File: src/hdl/spz_pkg.sv
package spz_pkg;
  // register map
  localparam int          SPZ_ADDR_W         = 8;
  localparam logic [7:0]  SPZ_CTRL_ADDR      = 8'h98;
  localparam logic [7:0]  SPZ_DATA_ADDR      = 8'h99;
  localparam logic [7:0]  SPZ_CFG_ADDR       = 8'h9c;
  localparam logic [7:0]  SPZ_INT_STAT_ADDR  = 8'h9d;
  localparam logic [7:0]  SPZ_INT_CLR_ADDR   = 8'h9e;
  localparam logic [7:0]  SPZ_INT_EN_ADDR    = 8'h9f;
  // serial_control_status, config and interrupt register fields
  localparam int          SPZ_MODE_HI_BIT    = 7;
  localparam int          SPZ_MODE_MID_BIT   = 6;
  localparam int          SPZ_MP_BIT         = 5;
  localparam int          SPZ_REN_BIT        = 4;
  localparam int          SPZ_TB8_BIT        = 3;
  localparam int          SPZ_RB8_BIT        = 2;
  localparam int          SPZ_TI_BIT         = 1;
  localparam int          SPZ_RI_BIT         = 0;
  localparam int          SPZ_RATE_DOUBLING_CONTROL_BIT       = 0;
  localparam int          SPZ_INT_RX_BIT     = 0;
  localparam int          SPZ_INT_TX_BIT     = 1;
  // reset values
  localparam logic [7:0]  SPZ_CTRL_RESET     = 8'h00;
  localparam logic [7:0]  SPZ_DATA_RESET     = 8'h00;
  localparam logic        SPZ_CFG_RESET      = 1'b0;
  localparam logic [1:0]  SPZ_INT_RESET      = 2'h0;
  // bit times in peripheral clock periods
  localparam int          SPZ_SYNC_SLOW_PCLK = 12;
  localparam int          SPZ_SYNC_FAST_PCLK = 4;
  localparam int          SPZ_FIX_SLOW_PCLK  = 64;
  localparam int          SPZ_FIX_FAST_PCLK  = 32;
  localparam int          SPZ_OVERSAMPLE     = 16;
  localparam logic [5:0]  SPZ_SYNC_SLOW_CNT  = 6'(SPZ_SYNC_SLOW_PCLK);
  localparam logic [5:0]  SPZ_SYNC_FAST_CNT  = 6'(SPZ_SYNC_FAST_PCLK);
  localparam logic [2:0]  SPZ_FIX_SLOW_DIV   = 3'(SPZ_FIX_SLOW_PCLK / SPZ_OVERSAMPLE);
  localparam logic [2:0]  SPZ_FIX_FAST_DIV   = 3'(SPZ_FIX_FAST_PCLK / SPZ_OVERSAMPLE);
  // timer overflows per oversample tick, normal and doubled rate
  localparam logic [2:0]  SPZ_TMR_DIV_NORMAL = 3'h2;
  localparam logic [2:0]  SPZ_TMR_DIV_DOUBLE = 3'h1;
  localparam logic [3:0]  SPZ_OS_LAST        = 4'(SPZ_OVERSAMPLE - 1);
  localparam logic [3:0]  SPZ_OS_HALF        = 4'(SPZ_OVERSAMPLE / 2 - 1);

  typedef enum logic [1:0] {
    SPZ_RX_IDLE  = 2'b00,
    SPZ_RX_START = 2'b01,
    SPZ_RX_DATA  = 2'b11,
    SPZ_RX_STOP  = 2'b10
  } spz_rx_state_t;

  typedef enum logic [1:0] {
    SPZ_TX_IDLE  = 2'b00,
    SPZ_TX_ASYNC = 2'b01,
    SPZ_TX_SYNC  = 2'b11
  } spz_tx_state_t;
endpackage : spz_pkg

File: src/hdl/spz_serial_port.sv
`timescale 1ns/1ps
// What this block does
// async frames carry one start, one stop bit
// two select bits choose sync, 10-bit, 11-bit
// sync bit lasts 12 or 4 clocks
// fixed 11-bit mode: 64 or 32 clocks
// other async modes use timer overflow rate
// 10-bit multiprocessor: complete only on valid stop
// 11-bit multiprocessor: ignore frames with ninth zero
// receive enable gates reception, starts sync receive
// ninth transmit bit sent in 11-bit modes
// ninth received bit or stop bit captured
// transmit complete after last data bit
// receive complete after last bit sample
// one data address: write transmit, read receive
// rate doubling doubles the async bit rate
// data buffer write starts transmission
// receive buffer loads with receive complete
module spz_serial_port
  import spz_pkg::*;
(
  // clock and reset
  input  wire logic                  clk_sys,
  input  wire logic                  reset_n,
  // register port
  input  wire logic [SPZ_ADDR_W-1:0] reg_addr,
  input  wire logic [7:0]            reg_wdata,
  input  wire logic                  reg_wr,
  input  wire logic                  reg_rd,
  output logic      [7:0]            reg_rdata,
  // system side
  input  wire logic                  baud_overflow,
  input  wire logic                  idle_mode,
  output logic                       irq,
  // serial pins
  input  wire logic                  rxd_in,
  output logic                       rxd_out,
  output logic                       rxd_oe,
  output logic                       txd
);
  import spz_pkg::*;

  logic [7:0]    ctrl_reg, ctrl_next;
  logic [7:0]    tx_buf_reg;
  logic [7:0]    rx_buf_reg, rx_buf_next;
  logic          cfg_reg;
  logic [1:0]    int_stat_reg, int_stat_next;
  logic [1:0]    int_en_reg;
  logic [7:0]    rdata_reg;
  logic          irq_reg;
  logic          rxd_meta_reg, rxd_sync_reg;
  logic [2:0]    os_cnt_reg;
  spz_rx_state_t rx_state_reg, rx_state_next;
  logic [3:0]    rx_tick_reg, rx_tick_next;
  logic [3:0]    rx_bit_reg, rx_bit_next;
  logic [8:0]    rx_shift_reg, rx_shift_next;
  spz_tx_state_t tx_state_reg, tx_state_next;
  logic [5:0]    tx_cnt_reg, tx_cnt_next;
  logic [3:0]    tx_bit_reg, tx_bit_next;
  logic [10:0]   tx_shift_reg, tx_shift_next;
  logic          sync_rx_reg, sync_rx_next;
  logic          txd_reg, txd_next;
  logic          rxd_out_reg, rxd_out_next;
  logic          rxd_oe_reg, rxd_oe_next;
  logic          ti_set, sync_done, async_ri;
  logic [7:0]    sync_rx_data;

  // register decode
  wire wr_ctrl = reg_wr && (reg_addr == SPZ_CTRL_ADDR);
  wire wr_data = reg_wr && (reg_addr == SPZ_DATA_ADDR);
  wire wr_cfg  = reg_wr && (reg_addr == SPZ_CFG_ADDR);
  wire wr_clr  = reg_wr && (reg_addr == SPZ_INT_CLR_ADDR);
  wire wr_en   = reg_wr && (reg_addr == SPZ_INT_EN_ADDR);

  // mode decode
  wire mode_hi     = ctrl_reg[SPZ_MODE_HI_BIT];
  wire mode_mid    = ctrl_reg[SPZ_MODE_MID_BIT];
  wire mp_sel      = ctrl_reg[SPZ_MP_BIT];
  wire rx_enable   = ctrl_reg[SPZ_REN_BIT];
  wire mode_sync   = !mode_hi && !mode_mid;
  wire mode_ten    = !mode_hi && mode_mid;
  wire mode_eleven = mode_hi;
  wire mode_fixed  = mode_hi && !mode_mid;
  wire pclk_run    = !idle_mode;

  // oversample tick, sixteen per async bit
  wire       tick_src   = mode_fixed ? pclk_run : (baud_overflow && pclk_run);
  wire [2:0] fix_div    = cfg_reg ? SPZ_FIX_FAST_DIV : SPZ_FIX_SLOW_DIV;
  wire [2:0] tmr_div    = cfg_reg ? SPZ_TMR_DIV_DOUBLE : SPZ_TMR_DIV_NORMAL;
  wire [2:0] tick_limit = mode_fixed ? fix_div : tmr_div;
  wire       tick_os    = tick_src && (os_cnt_reg >= tick_limit - 3'h1);
  // a new transmit restarts the prescaler so its start bit gets the full length;
  // a reception running at that moment may slip by at most one oversample tick
  wire       tx_start    = wr_data && (tx_state_reg == SPZ_TX_IDLE);
  wire [2:0] os_cnt_next = tx_start ? 3'h0 :
                           (!tick_src ? os_cnt_reg : (tick_os ? 3'h0 : os_cnt_reg + 3'h1));

  // async receive
  wire [3:0] rx_bits     = mode_eleven ? 4'h9 : 4'h8;
  wire       rx_at_mid   = tick_os && (rx_tick_reg == SPZ_OS_LAST);
  wire [8:0] rx_shift_in = {rxd_sync_reg, rx_shift_reg[8:1]};
  wire       rx_last_bit = (rx_state_reg == SPZ_RX_DATA) && rx_at_mid
                           && (rx_bit_reg == rx_bits - 4'h1);
  wire       rx_stop_smp = (rx_state_reg == SPZ_RX_STOP) && rx_at_mid;
  wire       acc_eleven  = rx_last_bit && mode_eleven && (!mp_sel || rxd_sync_reg);
  wire       acc_ten     = rx_stop_smp && mode_ten && (!mp_sel || rxd_sync_reg);

  always_comb begin
    rx_state_next = rx_state_reg;
    rx_tick_next  = rx_tick_reg;
    rx_bit_next   = rx_bit_reg;
    rx_shift_next = rx_shift_reg;
    case (rx_state_reg)
      SPZ_RX_IDLE: begin
        if (!mode_sync && rx_enable && !rxd_sync_reg) begin
          rx_state_next = SPZ_RX_START;
          rx_tick_next  = 4'h0;
        end
      end
      SPZ_RX_START: begin
        if (tick_os) begin
          rx_tick_next = rx_tick_reg + 4'h1;
          if (rx_tick_reg == SPZ_OS_HALF) begin
            // a start bit that is gone at mid-bit was a glitch
            rx_state_next = rxd_sync_reg ? SPZ_RX_IDLE : SPZ_RX_DATA;
            rx_tick_next  = 4'h0;
            rx_bit_next   = 4'h0;
          end
        end
      end
      SPZ_RX_DATA: begin
        if (tick_os) begin
          rx_tick_next = rx_tick_reg + 4'h1;
          if (rx_at_mid) begin
            rx_shift_next = rx_shift_in;
            rx_bit_next   = rx_bit_reg + 4'h1;
            if (rx_last_bit) begin
              rx_state_next = SPZ_RX_STOP;
            end
          end
        end
      end
      SPZ_RX_STOP: begin
        if (tick_os) begin
          rx_tick_next = rx_tick_reg + 4'h1;
          if (rx_at_mid) begin
            rx_state_next = SPZ_RX_IDLE;
          end
        end
      end
      default: rx_state_next = SPZ_RX_IDLE;
    endcase
    if (!rx_enable || mode_sync) begin
      rx_state_next = SPZ_RX_IDLE;
    end
  end

  // transmit and synchronous engine
  wire [3:0]  tx_bits     = mode_eleven ? 4'hb : 4'ha;
  wire        tx_ninth    = mode_eleven ? ctrl_reg[SPZ_TB8_BIT] : 1'b1;
  wire [10:0] tx_frame    = {1'b1, tx_ninth, reg_wdata, 1'b0};
  wire [5:0]  sync_period = mp_sel ? SPZ_SYNC_FAST_CNT : SPZ_SYNC_SLOW_CNT;
  wire        sync_end    = pclk_run && (tx_cnt_reg == sync_period - 6'h1);
  wire        sync_rx_go  = mode_sync && rx_enable && !ctrl_reg[SPZ_RI_BIT];

  always_comb begin
    tx_state_next = tx_state_reg;
    tx_cnt_next   = tx_cnt_reg;
    tx_bit_next   = tx_bit_reg;
    tx_shift_next = tx_shift_reg;
    sync_rx_next  = sync_rx_reg;
    ti_set        = 1'b0;
    sync_done     = 1'b0;
    sync_rx_data  = {rxd_sync_reg, tx_shift_reg[7:1]};
    case (tx_state_reg)
      SPZ_TX_IDLE: begin
        tx_cnt_next = 6'h0;
        tx_bit_next = 4'h0;
        if (wr_data) begin
          tx_state_next = mode_sync ? SPZ_TX_SYNC : SPZ_TX_ASYNC;
          tx_shift_next = mode_sync ? {3'h0, reg_wdata} : tx_frame;
          sync_rx_next  = 1'b0;
        end else if (sync_rx_go) begin
          tx_state_next = SPZ_TX_SYNC;
          sync_rx_next  = 1'b1;
        end
      end
      SPZ_TX_ASYNC: begin
        if (tick_os) begin
          tx_cnt_next = 6'(tx_cnt_reg[3:0] + 4'h1);
          if (tx_cnt_reg[3:0] == SPZ_OS_LAST) begin
            tx_cnt_next   = 6'h0;
            tx_shift_next = {1'b1, tx_shift_reg[10:1]};
            tx_bit_next   = tx_bit_reg + 4'h1;
            ti_set        = (tx_bit_reg == tx_bits - 4'h2);
            if (tx_bit_reg == tx_bits - 4'h1) begin
              tx_state_next = SPZ_TX_IDLE;
            end
          end
        end
      end
      SPZ_TX_SYNC: begin
        if (pclk_run) begin
          tx_cnt_next = tx_cnt_reg + 6'h1;
        end
        if (sync_end) begin
          tx_cnt_next   = 6'h0;
          tx_bit_next   = tx_bit_reg + 4'h1;
          tx_shift_next = sync_rx_reg ? {3'h0, sync_rx_data}
                                      : {1'b0, tx_shift_reg[10:1]};
          if (tx_bit_reg == 4'h7) begin
            tx_state_next = SPZ_TX_IDLE;
            sync_done     = 1'b1;
            ti_set        = !sync_rx_reg;
          end
        end
      end
      default: tx_state_next = SPZ_TX_IDLE;
    endcase
  end

  // pin drive: sync clock low in the first half of each bit
  wire sync_clk_low = tx_cnt_reg < (sync_period >> 1);
  always_comb begin
    txd_next     = 1'b1;
    rxd_out_next = 1'b1;
    rxd_oe_next  = 1'b0;
    if (tx_state_next == SPZ_TX_ASYNC) begin
      txd_next = tx_shift_next[0];
    end else if (tx_state_next == SPZ_TX_SYNC) begin
      txd_next     = !((tx_cnt_next < (sync_period >> 1)) && (tx_state_reg == SPZ_TX_SYNC));
      rxd_out_next = tx_shift_next[0];
      rxd_oe_next  = !sync_rx_next;
    end
  end

  // receive completion and status update
  wire sync_ri = sync_done && sync_rx_reg;
  assign async_ri = acc_eleven || acc_ten;
  wire ri_set = sync_ri || async_ri;

  always_comb begin
    ctrl_next   = wr_ctrl ? reg_wdata : ctrl_reg;
    rx_buf_next = rx_buf_reg;
    if (sync_ri) begin
      rx_buf_next = sync_rx_data;
    end else if (acc_eleven) begin
      rx_buf_next           = rx_shift_in[7:0];
      ctrl_next[SPZ_RB8_BIT] = rx_shift_in[8];
    end else if (acc_ten) begin
      rx_buf_next           = rx_shift_reg[8:1];
      ctrl_next[SPZ_RB8_BIT] = rxd_sync_reg;
    end
    // hardware set wins over a software clear in the same cycle
    ctrl_next[SPZ_TI_BIT] = ctrl_next[SPZ_TI_BIT] | ti_set;
    ctrl_next[SPZ_RI_BIT] = ctrl_next[SPZ_RI_BIT] | ri_set;
  end

  wire [1:0] int_events = {ti_set, ri_set};
  wire [1:0] int_clear  = wr_clr ? reg_wdata[1:0] : 2'h0;
  assign int_stat_next = (int_stat_reg & ~int_clear) | int_events;
  wire irq_next = |(int_stat_next & (wr_en ? reg_wdata[1:0] : int_en_reg));

  // read mux, data address returns the receive buffer only
  wire [7:0] rd_mux =
    (reg_addr == SPZ_CTRL_ADDR)     ? ctrl_reg :
    (reg_addr == SPZ_DATA_ADDR)     ? rx_buf_reg :
    (reg_addr == SPZ_CFG_ADDR)      ? {7'h0, cfg_reg} :
    (reg_addr == SPZ_INT_STAT_ADDR) ? {6'h0, int_stat_reg} :
    (reg_addr == SPZ_INT_EN_ADDR)   ? {6'h0, int_en_reg} : 8'h00;

  always_ff @(posedge clk_sys) begin
    if (!reset_n) begin
      ctrl_reg     <= SPZ_CTRL_RESET;
      tx_buf_reg   <= SPZ_DATA_RESET;
      rx_buf_reg   <= SPZ_DATA_RESET;
      cfg_reg      <= SPZ_CFG_RESET;
      int_stat_reg <= SPZ_INT_RESET;
      int_en_reg   <= SPZ_INT_RESET;
      rdata_reg    <= 8'h00;
      irq_reg      <= 1'b0;
    end else begin
      ctrl_reg     <= ctrl_next;
      tx_buf_reg   <= wr_data ? reg_wdata : tx_buf_reg;
      rx_buf_reg   <= rx_buf_next;
      cfg_reg      <= wr_cfg ? reg_wdata[SPZ_RATE_DOUBLING_CONTROL_BIT] : cfg_reg;
      int_stat_reg <= int_stat_next;
      int_en_reg   <= wr_en ? reg_wdata[1:0] : int_en_reg;
      rdata_reg    <= reg_rd ? rd_mux : 8'h00;
      irq_reg      <= irq_next;
    end
  end

  always_ff @(posedge clk_sys) begin
    if (!reset_n) begin
      rxd_meta_reg <= 1'b1;
      rxd_sync_reg <= 1'b1;
      os_cnt_reg   <= 3'h0;
    end else begin
      rxd_meta_reg <= rxd_in;
      rxd_sync_reg <= rxd_meta_reg;
      os_cnt_reg   <= os_cnt_next;
    end
  end

  always_ff @(posedge clk_sys) begin
    if (!reset_n) begin
      rx_state_reg <= SPZ_RX_IDLE;
      rx_tick_reg  <= 4'h0;
      rx_bit_reg   <= 4'h0;
      rx_shift_reg <= 9'h000;
    end else begin
      rx_state_reg <= rx_state_next;
      rx_tick_reg  <= rx_tick_next;
      rx_bit_reg   <= rx_bit_next;
      rx_shift_reg <= rx_shift_next;
    end
  end

  always_ff @(posedge clk_sys) begin
    if (!reset_n) begin
      tx_state_reg <= SPZ_TX_IDLE;
      tx_cnt_reg   <= 6'h0;
      tx_bit_reg   <= 4'h0;
      tx_shift_reg <= 11'h7ff;
      sync_rx_reg  <= 1'b0;
      txd_reg      <= 1'b1;
      rxd_out_reg  <= 1'b1;
      rxd_oe_reg   <= 1'b0;
    end else begin
      tx_state_reg <= tx_state_next;
      tx_cnt_reg   <= tx_cnt_next;
      tx_bit_reg   <= tx_bit_next;
      tx_shift_reg <= tx_shift_next;
      sync_rx_reg  <= sync_rx_next;
      txd_reg      <= txd_next;
      rxd_out_reg  <= rxd_out_next;
      rxd_oe_reg   <= rxd_oe_next;
    end
  end

  wire unused_ok = sync_clk_low ^ (|tx_buf_reg);

  assign reg_rdata = rdata_reg;
  assign irq       = irq_reg;
  assign txd       = txd_reg;
  assign rxd_out   = rxd_out_reg;
  assign rxd_oe    = rxd_oe_reg;
endmodule : spz_serial_port

File: config.mk
export PLATFORM = sky130hd
export DESIGN_NAME = spz_serial_port
export DESIGN_NICKNAME = d
export VERILOG_FILES = /design/src/hdl/spz_pkg.sv /design/src/hdl/spz_serial_port.sv
export SDC_FILE = /design/constraint.sdc
export NUM_CORES = 1
export LEC_CHECK = 0
export BUFFER_PORTS_ARGS = -buffer_cell sky130_fd_sc_hd__buf_2
export CAP_MARGIN = 5
export CORE_MARGIN = 2
export CORE_UTILIZATION = 41
export DETAILED_ROUTE_END_ITERATION = 6
export PLACE_DENSITY_LB_ADDON = 0.15
export SLEW_MARGIN = 0
export SYNTH_ARGS = -nofsm -noshare
export SYNTH_HDL_FRONTEND = slang
export SYNTH_SLANG_ARGS = --single-unit
File: constraint.sdc
create_clock -name clk_sys -period 3.3 [get_ports clk_sys]
set_input_delay 0.165 -clock clk_sys [delete_from_list [all_inputs] [get_ports clk_sys]]
set_output_delay 0.165 -clock clk_sys [all_outputs]
set_load 0.03 [all_outputs]
Yosys cells after proc, flatten, opt, wreduce, memory -nomap -nowiden
Index checks and enable logic that the tools add are counted.

cells by class
  add/subtract/negate cells = 11
  eq/ne operators = 34
  reductions and logical operators = 58
  $lt $le $gt $ge = 2
  mux-type cells = 81
  bitwise operators = 8

operators with widths
  operator                                                               count
  11-bit 2-to-1 mux                                                      5
  8-bit equality test, second input constant                             6
  4-bit 2-to-1 mux                                                       12
  2-bit 2-to-1 mux                                                       23
  8-bit 2-to-1 mux                                                       5
  11-bit case mux with 3 select lines                                    1
  1-bit logical AND                                                      26
  2-bit != test, second input constant                                   12
  4-bit case mux with 3 select lines                                     2
  1-bit 2-to-1 mux                                                       19
  6-bit 2-to-1 mux                                                       3
  6-bit case mux with 3 select lines                                     1
  4-bit by 1-bit adder with 4-bit output, second input constant          3
  4-bit equality test                                                    3
  3-bit 2-to-1 mux                                                       4
  1-bit zero test                                                        11
  10-bit 2-to-1 mux                                                      1
  5-bit AND reduction                                                    2
  2-bit equality test, second input constant                             4
  4-bit by 3-bit equality test with 1-bit output, second input constant  2
  4-bit equality test, second input constant                             2
  2-bit case mux with 4 select lines                                     1
  4-bit case mux with 2 select lines                                     1
  8-bit AND reduction                                                    1
  other kinds (29)                                                       44

word-level totals
  word-level logic and storage cells = 218
  bits in registers = 81
  output and inout port bits = 12
  bits of input ports = 23

Logic depth before layout (Yosys ltp)
  depth in word-level cells = 16
  gate-level depth with buffers = 12
  depth with buffers taken out = 12

Least setup slack after synthesis
No wires, ideal clock.

  kind = register to register
  start = reg ctrl_reg[6]
  end = reg txd_reg (netlist: txd)
  cell stages (with the launch flop) = 13
  path slack = 765 ps
  library setup time = 142 ps
  path buffers = 0
  data required time = 3,158 ps
  arrival = 2,393 ps
  cell sequence = dfxtp_1 and2b_1 nand2b_1 ha_1 nand2_1 o21a_1 o21ai_0 nand3_1 a32o_1 ha_1 a211o_1 a311oi_1 a41oi_1

on the way
  cells in the longest elaborated chain, start to end = 13

ends and longest elaborated chain
  element                                                    line                    RTL
  from (decl)                                                spz_serial_port.sv:43   logic [7:0] ctrl_reg, ctrl_next;
  from (signal assigned)                                     spz_serial_port.sv:283  ctrl_reg <= ctrl_next;
  1-bit zero test (*)                                        spz_serial_port.sv:83   wire mode_fixed = mode_hi && !mode_mid;
  1-bit logical AND (*)                                      spz_serial_port.sv:83
  3-bit 2-to-1 mux                                           spz_serial_port.sv:90   wire [2:0] tick_limit = mode_fixed ? fix_div : tmr_div;
  3-bit by 1-bit subtractor with 3-bit output                spz_serial_port.sv:91   wire tick_os = tick_src && (os_cnt_reg >= tick_limit - 3'h1);
  3-bit >= comparator                                        spz_serial_port.sv:91
  1-bit logical AND (*)                                      spz_serial_port.sv:91
  6-bit 2-to-1 mux (*)                                       spz_serial_port.sv:189  if (tick_os) begin
  6-bit case mux with 3 select lines (*)                     spz_serial_port.sv:175  case (tx_state_reg)
  named net tx_cnt_next[2]                                   spz_serial_port.sv:58   logic [5:0] tx_cnt_reg, tx_cnt_next;
  6-bit by 3-bit less-than comparator with 1-bit output (*)  spz_serial_port.sv:231  txd_next = !((tx_cnt_next < (sync_period >> 1)) && (tx_state_reg == SPZ_TX_SYNC));
  1-bit logical AND (*)                                      spz_serial_port.sv:231
  1-bit zero test (*)                                        spz_serial_port.sv:231
  1-bit 2-to-1 mux (*)                                       spz_serial_port.sv:230  end else if (tx_state_next == SPZ_TX_SYNC) begin
  1-bit 2-to-1 mux (*)                                       spz_serial_port.sv:228  if (tx_state_next == SPZ_TX_ASYNC) begin
  to (signal assigned)                                       spz_serial_port.sv:336  txd_reg <= txd_next;
  to (decl)                                                  spz_serial_port.sv:62   logic txd_reg, txd_next;

The timed path passes the listed nets; every way through them passes the cells marked *. The select of a mux whose other input is x is not followed.
A chain may end at the register's enable or synchronous reset.

Worst setup path after layout
  start = reg ctrl_reg[7]
  end = reg txd_reg (netlist: txd)

on the way
  cells in the longest elaborated chain, start to end = 12

ends and longest elaborated chain
  element                                                    line
  1-bit logical AND (*)                                      spz_serial_port.sv:83
  3-bit 2-to-1 mux                                           spz_serial_port.sv:90
  3-bit by 1-bit subtractor with 3-bit output                spz_serial_port.sv:91
  3-bit >= comparator                                        spz_serial_port.sv:91
  1-bit logical AND (*)                                      spz_serial_port.sv:91
  6-bit 2-to-1 mux (*)                                       spz_serial_port.sv:189
  6-bit case mux with 3 select lines (*)                     spz_serial_port.sv:175
  named net tx_cnt_next[2]                                   spz_serial_port.sv:58
  6-bit by 3-bit less-than comparator with 1-bit output (*)  spz_serial_port.sv:231
  1-bit logical AND (*)                                      spz_serial_port.sv:231
  1-bit zero test (*)                                        spz_serial_port.sv:231
  1-bit 2-to-1 mux (*)                                       spz_serial_port.sv:230
  1-bit 2-to-1 mux (*)                                       spz_serial_port.sv:228

Marked as above.

==> flow_summary_export.csv <==
group,metric,value,unit
floorplanning,dieWidth,105.7,µm
power_and_ir_drop,intPower,1.521,mW
power_and_ir_drop,leakagePower,1.871,nW
min_path,min-delay-path-class,"input port to register",
min_path,min_from,"reg_wdata[4]",
power_and_ir_drop,seq_power_share,48.8,%
min_path,min_path_cells,3,
clocking,clock_sinks,80,
cells_and_area,syn_to_final_growth,13.32,%
detailed_routing,wl_per_cell,15.99,µm
logic_synthesis,yosysTopAreaCell,"dfxtp_1",
clocking,clk_pin_slew,90,ps
critical_path,cp_slowest_cell,"dfxtp_1",
grt,overflow,0,
cells_and_area,nets,573,
timing,tns,0,ps
logic_synthesis,synthFlopType,"dfxtp_1",
clocking,htree_levels,3,
floorplanning,row_count,37,
clocking,cts_tree,"done",
critical_path,reg2reg_depth,12,
critical_path,cp_slowest_stage_delay,470,ps
status,run_status,"completed",
cells_and_area,layout.cells.non_filler,682,
floorplanning,coreArea,10180,µm²
clocking,post_cts_buffers,0,
detailed_routing,drt_first_pass_iters,5,
power_and_ir_drop,power_density,415.1,nW/µm²
cells_and_area,fillerInstances,1012,
detailed_routing,wl,10910,µm
logic_synthesis,synth-warning-count,0,
detailed_routing,drtAntennaViolNets,0,
timing,relSlewSlack,48.46,%
timing,grt_setup_unrepaired,"false",
logic_synthesis,syn_area,4238,µm²
cells_and_area,multi_input_area,2481,µm²
cells_and_area,largest_reg_flops,11,
logic_synthesis,postSynthAreaPerCell,8.309,µm²
critical_path,worstPathArrival,3130,ps
logic_synthesis,post-synth-top-area-fraction,37.79,%
critical_path,crit_path_start_kind,"register",
logic_synthesis,synthArstFlopShare,0,%
grt,grt_pass1_vias,3671,
critical_path,crit_top_cell,"ha_1",
critical_path,crit_family,"compound AO/OA/AOI/OAI gates",
clocking,cts_buffer_depth,2,
job,maxCapViolations,0,
power_and_ir_drop,netSwitchingPower,0.4721,mW
power_and_ir_drop,clockPowerShare,46.6,%
floorplanning,initial_core_util,41.61,%
power_and_ir_drop,ir_drop,0.1623,mV
critical_path,cp.required,3530,ps
logic_synthesis,synth-edff-count,0,
detailed_routing,post-route-drc-count,0,
placement,gp_congestion,0.8375,
logic_synthesis,synthTopCellsByCount,"dfxtp_1, nand2_1, a21oi_1",
cells_and_area,seqCellArea,1602,µm²
logic_synthesis,yosysMostFrequentCell,"dfxtp_1",
placement,dpl_cell_area,4536,µm²
cells_and_area,postLayoutCoreUtil,47.15,%
timing,max_freq,0.3441,GHz
power_and_ir_drop,sw_frac_of_total,23.68,%
floorplanning,die_area,11170,µm²
clocking,cts_buffers,9,
timing,final_max_slew_viol_count,0,
power_and_ir_drop,pwr-share-comb,4.6,%
cells_and_area,drive_gt1_share,15.38,%
logic_synthesis,syn_inst,510,
timing,fin_crit,2906,ps
logic_synthesis,synth_fp_nets,542,
placement,place_inst,665,
logic_synthesis,synth_seq_cells,80,
critical_path,r2r_slack,390,ps
timing,finalHoldViolCount,0,
grt,grt_max_degree,38,
logic_synthesis,synth.area.top_cells,"dfxtp_1, a21oi_1, mux2i_1, nand2_1, nor2_1",
timing,period_share,88.06,%
grt,antenna_found_initial,0,
detailed_routing,drt_iter0_drc,264,
timing,finalClockSkew,10.52,ps
detailed_routing,vias_per_cell,5.563,
critical_path,r2r_start,"ctrl_reg[7]",
timing,worstMarginPinSlew,768.0,ps
placement,hpwl,7722,µm
placement,io_buffers,34,
clocking,clk_latency,360,ps
floorplanning,die_h,105.7,µm
cells_and_area,design_area,4802,µm²
cells_and_area,n_antenna_cell,0,
logic_synthesis,synth_seq_area_share,37.79,%
floorplanning,ios,35,
grt,grt_pass1_wl,18080,µm
critical_path,crit_buf_inv,0,
critical_path,end_kind,"register",
logic_synthesis,ys_types,71,
timing,setup_violations,0,
critical_path,critPathKind,"register to register",
critical_path,worst-path-max-fanout,8,
grt,grtUsageTotal,20.21,%
critical_path,r2r-end,"txd",
critical_path,cp_cell_sequence,"and2b_1 -> nand2b_1 -> ha_1 -> nand2_1 -> o21a_1 -> o21ai_0 -> nand3_1 -> a32o_1 -> ha_1 -> a211o_1 -> a311oi_1 -> a41oi_1",
min_path,min_to,"ctrl_reg[4]",
power_and_ir_drop,finalPower,1.994,mW
detailed_routing,num_vias,3794,
clocking,cts_root_buffer,"clkbuf_8",
==> tightest hold or removal path, cell delays in order <==
cell     delay (ps)
buf_2           110
mux2i_1          60
nor2_1           70
==> per-stage QoR <==
stage | hold slack (ps) | setup slack [ps]
finish | 75.58 | 393.9
global route | 86.53 | 170.3
CTS | 69.23 | 405.9
detailed placement | 356.5 | 434.6
global placement | 355.1 | 538.3
floorplan | 266.5 | 765.2
==> metal layers <==
| layer | track usage, % | wire [µm] |
|---|---|---|
| met4 | 8.835 | 204 |
| met5 | 0 | 0 |
| met3 | 2.968 | 480 |
| met2 | 31.57 | 4979 |
| met1 | 27.73 | 5242 |
==> power groups by stage <==
stage	registers, mW	logic (mW)	clock network, mW
global placement	0.995	0.0905	0
CTS	0.972	0.0925	0.948
finish	0.972	0.0923	0.929
detailed placement	0.995	0.0911	0
floorplan	0.993	0.0515	0
global route	0.973	0.103	0.986
==> placed cells by master (no fill, tap or decap), types with 3 or more instances in the layout <==
| cell type | Yosys | final |
|---|---|---|
| and3_1 | 8 | 8 |
| a311oi_1 | 4 | 4 |
| nand4_1 | 5 | 5 |
| nand3_1 | 21 | 21 |
| buf_2 | 7 | 34 |
| clkbuf_8 | 0 | 9 |
| nand2b_1 | 7 | 7 |
| o21a_1 | 3 | 3 |
| inv_8 | 0 | 3 |
| a22oi_1 | 3 | 3 |
| nand2_1 | 57 | 57 |
| nor2b_1 | 9 | 9 |
| o21ai_0 | 25 | 25 |
| a31oi_1 | 4 | 4 |
| or2_2 | 3 | 3 |
| a21oi_1 | 56 | 56 |
| nor3_1 | 16 | 16 |
| o22ai_1 | 3 | 3 |
| bufinv_16 | 0 | 3 |
| nand3b_1 | 3 | 3 |
| buf_4 | 1 | 9 |
| mux2_2 | 3 | 3 |
| nor2_1 | 54 | 54 |
| xor2_1 | 6 | 6 |
| ha_1 | 9 | 9 |
| mux2i_1 | 27 | 27 |
| nor3b_1 | 4 | 4 |
| nor4b_2 | 3 | 3 |
| xnor2_1 | 4 | 4 |
| dfxtp_1 | 80 | 80 |
| a21boi_0 | 3 | 3 |
| o31ai_1 | 3 | 3 |
| inv_1 | 11 | 11 |
| or3_1 | 4 | 4 |
==> timing repair <==
item,in CTS,in global routing
gates resized for setup,0,0
hold endpoints to repair,1,0
setup endpoints to repair,0,0
hold buffers,1,0
==> worst max-delay path by stage <==
stage / cells past startpoint / end / slack (ps) / startpoint
2_1_floorplan: 12 / txd / 770 / ctrl_reg[6]
3_3_place_gp: 12 / txd / 540 / ctrl_reg[7]
3_5_place_dp: 12 / txd / 430 / ctrl_reg[7]
4_1_cts: 12 / txd / 410 / ctrl_reg[7]
5_1_grt: 12 / txd / 170 / ctrl_reg[7]
6_report: 12 / txd / 390 / ctrl_reg[7]
==> cells by family after synthesis <==
family | Yosys count | share of synthesized area (%)
AOI/OAI and AO/OA | 130 | 19.40
buffers and inverters | 36 | 3.661
and+or+nand+nor | 213 | 26.63
other | 1 | 0.08849
DFF | 80 | 37.79
adders and majority gates | 9 | 2.657
xor gates and xnor gates | 10 | 2.067
muxes | 31 | 7.706
==> final cells by class <==
type	instances	area share [%]
Multi-Input combinational cell	394	51.67
Timing Repair Buffer	44	5.159
Tap cell	136	3.544
Sequential cell	80	33.35
Clock buffer	9	2.579
Inverter	12	0.9380
Clock inverter	7	2.762
Power figures use the tool's default switching activity.
